## config.mk

```make
export PLATFORM = sky130hd
export DESIGN_NAME = ufc_feature_ctrl
export DESIGN_NICKNAME = d
export VERILOG_FILES = /design/src/verilog/ufc_pkg.sv /design/src/verilog/ufc_sync2.sv /design/src/verilog/ufc_feature_ctrl.sv
export VERILOG_INCLUDE_DIRS = /design/src /design/src/verilog
export SDC_FILE = /design/constraint.sdc
export NUM_CORES = 1
export LEC_CHECK = 0
export ABC_AREA = 1
export BUFFER_PORTS_ARGS = -buffer_cell sky130_fd_sc_hd__buf_4
export CELL_PAD_IN_SITES_DETAIL_PLACEMENT = 0
export CELL_PAD_IN_SITES_GLOBAL_PLACEMENT = 1
export CORE_MARGIN = 3
export CORE_UTILIZATION = 38
export CTS_BUF_LIST = sky130_fd_sc_hd__clkbuf_16
export DETAILED_ROUTE_END_ITERATION = 7
export PLACE_DENSITY = 0.95
export SLEW_MARGIN = 20
export SYNTH_ARGS = -nofsm -noshare
export SYNTH_HDL_FRONTEND = slang
export SYNTH_SLANG_ARGS = --single-unit
```

## constraint.sdc

```tcl
create_clock -name aclk -period 2.1 [get_ports aclk]
set_input_delay 0.105 -clock aclk [delete_from_list [all_inputs] [get_ports aclk]]
set_output_delay 0.105 -clock aclk [all_outputs]
set_load 0.01 [all_outputs]
```

## src/verilog/ufc_map.svh

```systemverilog
// ufc_map.svh: offsets, field positions, reset values and timing for the uart feature control
// assumes: included by the design module, the checker and the bench by bare name
`ifndef UFC_MAP_SVH
`define UFC_MAP_SVH

`define UFC_OFS_LINE        8'h00
`define UFC_OFS_SYSTEM      8'h04
`define UFC_OFS_TURNAROUND  8'h08
`define UFC_OFS_STATUS      8'h0C
`define UFC_OFS_DATAPATH    8'h10

`define UFC_LINE_MULTIDROP  0
`define UFC_LINE_RX_DIS     1
`define UFC_LINE_TX_DIS     2
`define UFC_LINE_PIN_SEL    3
`define UFC_LINE_DIR_CTRL   4
`define UFC_LINE_DIR_POL    5
`define UFC_LINE_MASK       8'h3F

`define UFC_SYS_TX_EMPTY    0
`define UFC_SYS_SOFT_RST    1
`define UFC_SYS_FLOW_REMAP  2
`define UFC_SYS_WAKE_EDGE   4
`define UFC_SYS_MASK        8'h15

`define UFC_RESET_LINE      8'h00
`define UFC_RESET_SYSTEM    8'h00
`define UFC_RESET_TURN      8'h00

`define UFC_SRST_CLOCKS     4
`define UFC_CLK_MHZ         100

`endif

```

## src/verilog/ufc_pkg.sv

```systemverilog
// ufc_pkg.sv: types shared by the uart feature control block
// assumes: the constants live in ufc_map.svh
package ufc_pkg;
   typedef enum logic [1:0] {
      UFC_DIR_IDLE = 2'b00,
      UFC_DIR_TX   = 2'b01,
      UFC_DIR_TURN = 2'b11
   } ufc_dir_state_t;
endpackage

```

## src/verilog/ufc_sync2.sv

```systemverilog
// ufc_sync2.sv: two flip-flop synchroniser for a bus of pin levels
// assumes: inputs are asynchronous to aclk
`timescale 1ns/1ns
`default_nettype none
module ufc_sync2 #(
   parameter int W = 1
) (
   input  wire logic         aclk,
   input  wire logic         aresetn,
   input  wire logic [W-1:0] async_in,
   output logic      [W-1:0] sync_out
);
   logic [W-1:0] meta_q;
   always_ff @(posedge aclk) begin
      if (!aresetn) begin
         meta_q   <= '1;
         sync_out <= '1;
      end else begin
         meta_q   <= async_in;
         sync_out <= meta_q;
      end
   end
endmodule
`default_nettype wire

```

## src/verilog/ufc_feature_ctrl.sv

```systemverilog
// ufc_feature_ctrl.sv: advanced feature control of a one-channel uart, axi4-lite slave
// assumes: uart core supplies bit ticks and fifo status; pins arrive asynchronously
//
// The register offsets and the AXI4-Lite slave port were chosen for this implementation.
`timescale 1ns/1ns
`default_nettype none
`include "ufc_map.svh"
module ufc_feature_ctrl
   import ufc_pkg::*;
#(
   // the soft reset counter is three bits wide, so at most 8 clocks
   parameter int SRST_CLOCKS = `UFC_SRST_CLOCKS
)
(
   input  wire logic        aclk,
   input  wire logic        aresetn,
   input  wire logic [7:0]  s_axi_awaddr,
   input  wire logic        s_axi_awvalid,
   output logic             s_axi_awready,
   input  wire logic [31:0] s_axi_wdata,
   input  wire logic [3:0]  s_axi_wstrb,
   input  wire logic        s_axi_wvalid,
   output logic             s_axi_wready,
   output logic [1:0]       s_axi_bresp,
   output logic             s_axi_bvalid,
   input  wire logic        s_axi_bready,
   input  wire logic [7:0]  s_axi_araddr,
   input  wire logic        s_axi_arvalid,
   output logic             s_axi_arready,
   output logic [31:0]      s_axi_rdata,
   output logic [1:0]       s_axi_rresp,
   output logic             s_axi_rvalid,
   input  wire logic        s_axi_rready,
   input  wire logic        rx_pin,
   input  wire logic        cts_n_pin,
   input  wire logic        dsr_n_pin,
   input  wire logic        modem_rts,
   input  wire logic        modem_dtr,
   input  wire logic        flow_hold_rx,
   input  wire logic        tx_busy,
   input  wire logic        tx_last_bit_done,
   input  wire logic        bit_tick,
   input  wire logic        tx_fifo_empty,
   input  wire logic        tx_fifo_below_trigger,
   input  wire logic        sleep_request,
   output logic             rts_n_pin,
   output logic             dtr_n_pin,
   output logic             tx_enable,
   output logic             rx_enable,
   output logic             multidrop_mode,
   output logic             flow_stop_tx,
   output logic             modem_cts,
   output logic             modem_dsr,
   output logic             uart_reset,
   output logic             sleeping,
   output logic             tx_empty_irq
);
   localparam logic [2:0] SRST_LAST = 3'(SRST_CLOCKS - 1);

   logic [7:0]     line_q;
   logic [7:0]     sys_q;
   logic [7:0]     turn_q;
   logic [2:0]     srst_cnt_q;
   logic           srst_busy_q;
   logic [7:0]     turn_cnt_q;
   ufc_dir_state_t dir_q;
   logic           sleep_q;
   logic           rx_prev_q;
   logic           aw_held_q;
   logic           w_held_q;
   logic [7:0]     aw_addr_q;
   logic [31:0]    w_data_q;
   logic [3:0]     w_strb_q;
   logic [2:0]     pins_s;

   ufc_sync2 #(
      .W(3)
   ) u_sync (
      .aclk    (aclk),
      .aresetn (aresetn),
      .async_in({rx_pin, cts_n_pin, dsr_n_pin}),
      .sync_out(pins_s)
   );

   wire rx_s  = pins_s[2];
   wire cts_s = pins_s[1];
   wire dsr_s = pins_s[0];

   // field decode
   wire multidrop  = line_q[`UFC_LINE_MULTIDROP];
   wire rx_dis     = line_q[`UFC_LINE_RX_DIS];
   wire tx_dis     = line_q[`UFC_LINE_TX_DIS];
   wire pin_sel    = line_q[`UFC_LINE_PIN_SEL];
   wire dir_ctrl   = line_q[`UFC_LINE_DIR_CTRL];
   wire dir_pol    = line_q[`UFC_LINE_DIR_POL];
   wire tx_empty_m = sys_q[`UFC_SYS_TX_EMPTY];
   wire flow_remap = sys_q[`UFC_SYS_FLOW_REMAP];
   wire wake_edge  = sys_q[`UFC_SYS_WAKE_EDGE];

   // write channel: address and data taken independently, then answered
   wire aw_take  = s_axi_awvalid && !aw_held_q;
   wire w_take   = s_axi_wvalid && !w_held_q;
   wire aw_have  = aw_held_q || s_axi_awvalid;
   wire w_have   = w_held_q || s_axi_wvalid;
   wire wr_fire  = aw_have && w_have && !s_axi_bvalid;
   wire [7:0]  wr_addr = aw_held_q ? aw_addr_q : s_axi_awaddr;
   wire [31:0] wr_data = w_held_q ? w_data_q : s_axi_wdata;
   wire [3:0]  wr_strb = w_held_q ? w_strb_q : s_axi_wstrb;
   wire wa_line  = (wr_addr == `UFC_OFS_LINE);
   wire wa_sys   = (wr_addr == `UFC_OFS_SYSTEM);
   wire wa_turn  = (wr_addr == `UFC_OFS_TURNAROUND);
   wire wa_stat  = (wr_addr == `UFC_OFS_STATUS);
   wire wa_cnt   = (wr_addr == `UFC_OFS_DATAPATH);
   wire wr_lane0 = wr_fire && wr_strb[0];
   wire wr_line  = wr_lane0 && wa_line;
   wire wr_sys   = wr_lane0 && wa_sys;
   wire wr_turn  = wr_lane0 && wa_turn;
   // read-only words answer okay and keep their contents
   wire wr_known = wa_line || wa_sys || wa_turn || wa_stat || wa_cnt;
   wire srst_start = wr_sys && wr_data[`UFC_SYS_SOFT_RST];

   assign s_axi_awready = !aw_held_q && !s_axi_bvalid;
   assign s_axi_wready  = !w_held_q && !s_axi_bvalid;

   always_ff @(posedge aclk) begin
      if (!aresetn) begin
         aw_held_q    <= 1'b0;
         w_held_q     <= 1'b0;
         aw_addr_q    <= 8'h00;
         w_data_q     <= 32'h0000_0000;
         w_strb_q     <= 4'h0;
         s_axi_bvalid <= 1'b0;
         s_axi_bresp  <= 2'b00;
      end else begin
         if (wr_fire) begin
            aw_held_q    <= 1'b0;
            w_held_q     <= 1'b0;
            s_axi_bvalid <= 1'b1;
            s_axi_bresp  <= wr_known ? 2'b00 : 2'b10;
         end else begin
            if (aw_take && !s_axi_bvalid) begin
               aw_held_q <= 1'b1;
               aw_addr_q <= s_axi_awaddr;
            end
            if (w_take && !s_axi_bvalid) begin
               w_held_q <= 1'b1;
               w_data_q <= s_axi_wdata;
               w_strb_q <= s_axi_wstrb;
            end
            if (s_axi_bvalid && s_axi_bready) begin
               s_axi_bvalid <= 1'b0;
            end
         end
      end
   end

   // soft reset: pulse of fixed length, the bit reads one until done
   always_ff @(posedge aclk) begin
      if (!aresetn) begin
         srst_busy_q <= 1'b0;
         srst_cnt_q  <= 3'd0;
      end else if (srst_start && !srst_busy_q) begin
         srst_busy_q <= 1'b1;
         srst_cnt_q  <= 3'd0;
      end else if (srst_busy_q) begin
         srst_cnt_q <= srst_cnt_q + 3'd1;
         if (srst_cnt_q == SRST_LAST) begin
            srst_busy_q <= 1'b0;
         end
      end
   end
   assign uart_reset = srst_busy_q;

   // configuration registers; the soft reset clears them like a pin reset
   always_ff @(posedge aclk) begin
      if (!aresetn) begin
         line_q <= `UFC_RESET_LINE;
         sys_q  <= `UFC_RESET_SYSTEM;
         turn_q <= `UFC_RESET_TURN;
      end else if (srst_busy_q) begin
         line_q <= `UFC_RESET_LINE;
         sys_q  <= `UFC_RESET_SYSTEM;
         turn_q <= `UFC_RESET_TURN;
      end else begin
         if (wr_line) begin
            line_q <= wr_data[7:0] & `UFC_LINE_MASK;
         end
         if (wr_sys) begin
            sys_q <= wr_data[7:0] & `UFC_SYS_MASK;
         end
         if (wr_turn) begin
            turn_q <= wr_data[7:0];
         end
      end
   end

   // read channel
   wire [7:0] sys_rd = sys_q | {6'b0, srst_busy_q, 1'b0};
   wire [7:0] status_rd = {1'b0, dir_q == UFC_DIR_TURN, dir_q == UFC_DIR_TX,
                           sleep_q, rx_s, tx_empty_irq, tx_enable, rx_enable};
   wire ra_line  = (s_axi_araddr == `UFC_OFS_LINE);
   wire ra_sys   = (s_axi_araddr == `UFC_OFS_SYSTEM);
   wire ra_turn  = (s_axi_araddr == `UFC_OFS_TURNAROUND);
   wire ra_stat  = (s_axi_araddr == `UFC_OFS_STATUS);
   wire ra_cnt   = (s_axi_araddr == `UFC_OFS_DATAPATH);
   wire [7:0] rd_mux =
      ra_line ? line_q :
      ra_sys  ? sys_rd :
      ra_turn ? turn_q :
      ra_stat ? status_rd :
      ra_cnt  ? turn_cnt_q : 8'h00;
   wire rd_known = ra_line || ra_sys || ra_turn || ra_stat || ra_cnt;
   assign s_axi_arready = !s_axi_rvalid;

   always_ff @(posedge aclk) begin
      if (!aresetn) begin
         s_axi_rvalid <= 1'b0;
         s_axi_rdata  <= 32'h0000_0000;
         s_axi_rresp  <= 2'b00;
      end else if (s_axi_arvalid && s_axi_arready) begin
         s_axi_rvalid <= 1'b1;
         s_axi_rdata  <= {24'h00_0000, rd_mux};
         s_axi_rresp  <= rd_known ? 2'b00 : 2'b10;
      end else if (s_axi_rvalid && s_axi_rready) begin
         s_axi_rvalid <= 1'b0;
      end
   end

   // direction sequencer: transmit, then count bit times, then receive
   wire auto_dir = multidrop && dir_ctrl;
   always_ff @(posedge aclk) begin
      if (!aresetn || srst_busy_q) begin
         dir_q      <= UFC_DIR_IDLE;
         turn_cnt_q <= 8'h00;
      end else begin
         case (dir_q)
            UFC_DIR_IDLE: begin
               if (auto_dir && tx_busy) begin
                  dir_q <= UFC_DIR_TX;
               end
            end
            UFC_DIR_TX: begin
               if (tx_last_bit_done) begin
                  dir_q      <= UFC_DIR_TURN;
                  turn_cnt_q <= turn_q;
               end
            end
            UFC_DIR_TURN: begin
               if (tx_busy) begin
                  dir_q <= UFC_DIR_TX;
               end else if (turn_cnt_q == 8'h00) begin
                  dir_q <= UFC_DIR_IDLE;
               end else if (bit_tick) begin
                  turn_cnt_q <= turn_cnt_q - 8'h01;
               end
            end
            default: dir_q <= UFC_DIR_IDLE;
         endcase
      end
   end

   wire dir_transmit = (dir_q != UFC_DIR_IDLE);
   wire dir_level    = dir_transmit ? dir_pol : !dir_pol;
   wire drive_rts    = auto_dir && !pin_sel;
   wire drive_dtr    = auto_dir && pin_sel;

   // hardware flow output follows the selected pair
   wire flow_out_n = flow_hold_rx;
   wire rts_d = drive_rts ? dir_level :
                (!flow_remap && flow_hold_rx) ? flow_out_n : !modem_rts;
   wire dtr_d = drive_dtr ? dir_level :
                (flow_remap && flow_hold_rx) ? flow_out_n : !modem_dtr;

   // wake detection on synchronised rx
   wire rx_toggled = rx_s != rx_prev_q;
   wire wake_now   = wake_edge ? rx_toggled : !rx_s;
   wire may_sleep  = wake_edge || rx_s;

   // edge history follows rx through a soft reset, so no false toggle follows it
   always_ff @(posedge aclk) begin
      if (!aresetn) begin
         rx_prev_q <= 1'b1;
      end else begin
         rx_prev_q <= rx_s;
      end
   end

   always_ff @(posedge aclk) begin
      if (!aresetn || srst_busy_q) begin
         rts_n_pin    <= 1'b1;
         dtr_n_pin    <= 1'b1;
         flow_stop_tx <= 1'b0;
         modem_cts    <= 1'b0;
         modem_dsr    <= 1'b0;
      end else begin
         rts_n_pin    <= rts_d;
         dtr_n_pin    <= dtr_d;
         flow_stop_tx <= flow_remap ? dsr_s : cts_s;
         modem_cts    <= !cts_s;
         modem_dsr    <= !dsr_s;
      end
   end

   // sleep: entered on request when rx_s is high or wake_edge is set, left on wake or when the request drops
   always_ff @(posedge aclk) begin
      if (!aresetn || srst_busy_q) begin
         sleep_q <= 1'b0;
      end else if (sleep_q) begin
         if (wake_now || !sleep_request) begin
            sleep_q <= 1'b0;
         end
      end else if (sleep_request && may_sleep) begin
         sleep_q <= 1'b1;
      end
   end

   always_ff @(posedge aclk) begin
      if (!aresetn || srst_busy_q) begin
         tx_empty_irq <= 1'b0;
      end else begin
         tx_empty_irq <= tx_fifo_below_trigger ||
                         (tx_fifo_empty && (!tx_empty_m || !tx_busy));
      end
   end

   assign sleeping       = sleep_q;
   assign tx_enable      = !tx_dis && !srst_busy_q;
   assign rx_enable      = !rx_dis && !srst_busy_q;
   assign multidrop_mode = multidrop;
endmodule
`default_nettype wire

```

==> summary.txt <==
Logic synthesis
  • Area contributors post-synth: dfxtp_1 (39%), nand2_1 (11%), nor2_1 (7.0%)
  • Yosys top cell by area: dfxtp_1
  • Post-synthesis cell area: between 3000 and 4000 um^2
  • Mapped Cells: approximately 580
  • Synth cell types: 33
  • Yosys warning count: 0
  • Synthesized flop and latch total: 76
  • Register area share after synthesis: 0.388
  • Synth top area share: 0.388
  • Avg Cell Area, Syn: 6.73 um^2

Clocking
  • Clk buf depth: 2
  • Resized cells post-CTS: 0
  • CTS tree: done
  • Reg clk slew, reported paths: 60 ps
  • Clk_lat worst skew: between 300 and 400 ps
  • CTS Sinks: 76
  • Clk root buf: clkbuf_16
  • Num CTS Buffers: 9
  • H-tree depth: 3
  • Postcts setup bufs: 0
  • Hold Buf Count CTS: 6

Cells and area
  • Area growth syn-to-layout: 23.3%
  • Most frequent cells in the layout: nand2_1 (118), dfxtp_1 (76), buf_4 (74), nor2_1 (73), inv_1 (69)
  • Count of non-filler cells in the finished layout: slightly below 800
  • Nets: around 730
  • Multi-input gate area: slightly below 2000 um^2
  • Final instance area: between 4000 and 5000 um^2
  • Sequential cell area: 1520 um^2
  • Most common cell after layout, fill and taps aside: nand2_1
  • Fillers: ~1000
  • Share of cells above drive strength 1: 0.163
  • Ant diodes: 0
  • Core Util, Final: 0.489

Timing
  • Post-layout min period: around 1800 ps
  • Slew @ Worst Pin: about 570 ps
  • Layout Skew: between 9 and 10 ps
  • RSZ-0062 raised after global routing: false
  • Slew HR: 0.622
  • Fin. max-slew vios: 0
  • Setup_tns: 0 ps
  • Crit share post-route: 0.876
  • Max Freq: ~0.54 GHz
  • # setup viols final: 0
  • Fin. Hold Viols: 0

Placed design
  • Dpl cell area: about 4400 um^2
  • IO Port Bufs: between 60 and 70
  • DP Cell Count: around 770
  • Final GP Congestion: approximately 0.85
  • DP HPWL: between 7000 and 8000 um

Worst hold path
  • Tightest Hold Check Type: input pin to flip-flop
  • HP Start: sleep_request

Setup path
  • Setup CP Type: flip-flop to flip-flop
  • Crit path launch: aw_held_q
  • Critical Path AT: ~2100 ps
  • Crit end category: flip-flop
  • Critical path required time: around 2400 ps
  • Startpoint Class: flip-flop
  • Critical path peak fanout: 13
  • Worst r2r src: aw_held_q

Global routing
  • Largest net degree at the start of global routing: 28
  • First-pass GRT wire length: about 16000 um
  • GRT Total Usage: 0.169
  • Vias in the first global route: around 3500
  • Initial antenna violation count: 0
  • Remaining Overflow, GRT: 0

Floorplan
  • Chip Width: ~110 um
  • Row cnt: 36
  • Core Footprint: between 9000 and 10000 um^2
  • Die Ht: between 100 and 150 um
  • Boundary Pins: around 120
  • Die ar.: 11600 um^2
  • Initial Util: 0.396

Pwr
  • Leakage: about 2.2 nW
  • VDD IR-drop max: ~0.7 mV
  • Pwr Density: 806 nW/um^2

Routing
  • Avg WL per Cell: 12.5 um
  • Drt drc: 0
  • Detail Route Antenna Nets: 0
  • Vias: 3792
  • DRT Wirelength: ~9900 um
  • Vias per inst: about 4.8
  • Starting DRT DRC Count: 169
  • First drt pass iteration count: 5

Run status
  • Outcome: complete, no violations

Run
  • Max_cap viols: 0
==> flip-flops by register name (all words and copies together) (netlist names), 2 cells and up <==
name and flops:
dir_q 2, line_q 6, aw_addr_q 8, srst_cnt_q 3
u_sync.meta_q 3, s_axi_rdata 8, sys_q 3, w_data_q 8
u_sync.sync_out 3, turn_cnt_q 8, turn_q 8
==> logic make-up after synthesis <==
kind of cell,count (synthesis),share of synthesized area
xor+xnor,3,0.00669
other cells,1,0.000955
simple gates,266,0.290
mux,2,0.00510
compound gates,115,0.154
fa+ha+maj,4,0.0127
flops,76,0.388
buf+inv,116,0.144
==> critical path, stage by stage (launching register included) <==
cell and delay (ps):
dfxtp_1 590, nand3_1 150, o31ai_2 100, inv_2 110, nor2_2 460, nand2_2 140
nand2_1 90, nand2_1 50, nor2_1 80
==> Yosys cell counts, drive strengths merged <==
library cell and number:
a21oi 53, o21ai 52, ha 4, nand4 4
or2 7, nor2 78, inv 69, dfxtp 76
nand2 121, mux2i 2, a31oi 1, xor2 2
conb 1, xnor2 1, buf 37, a41oi 1
nand3 53, nor3 3, o22ai 2, o21bai 4
o21a 1, clkbuf 9, o31ai 1, clkinv 1
==> final cells by class <==
cell class,instances,area share
Multi-Input combinational cell,416,0.399
Sequential cell,76,0.314
Timing Repair Buffer,80,0.127
Inverter,70,0.0543
Clock buffer,9,0.0465
Tap cell,133,0.0344
Clock inverter,7,0.0240
==> through the flow <==
| stage | setup slack [ps] | total power, W | hold slack (ps) |
|---|---|---|---|
| 5_1_grt | 49.8 | 0.00407 | 42.6 |
| 2_1_floorplan | 661 | 0.00200 | 212 |
| 4_1_cts | 276 | 0.00393 | 40.3 |
| 3_3_place_gp | 313 | 0.00215 | 294 |
| 3_5_place_dp | 292 | 0.00217 | 298 |
| 6_report | 260 | 0.00391 | 43.1 |
==> final timing paths <==
| path | cells past startpoint | endpoint | slack, ps |
|---|---|---|---|
| worst max-delay path | 8 | turn_q[1] | 260 |
| worst min-delay path | 3 | sleeping | 40 |
| worst max register to register | 8 | turn_q[1] | 260 |
| worst min register to register | 1 | u_sync.sync_out[0] | 410 |
==> where the power goes <==
group	leakage (nW)	switching, W	internal, W
sequential	0.620	0.0000490	0.00151
combinational	1.41	0.000360	0.000223
clock	0.171	0.000601	0.00116
total	2.20	0.00101	0.00290
==> metal layers <==
| layer | wire length [um] | global-route usage |
|---|---|---|
| met5 | 0 | 0 |
| met4 | 159 | 0.0523 |
| met3 | 633 | 0.0384 |
| met2 | 4640 | 0.277 |
| met1 | 4440 | 0.222 |
(Power assumes the default switching activity.)
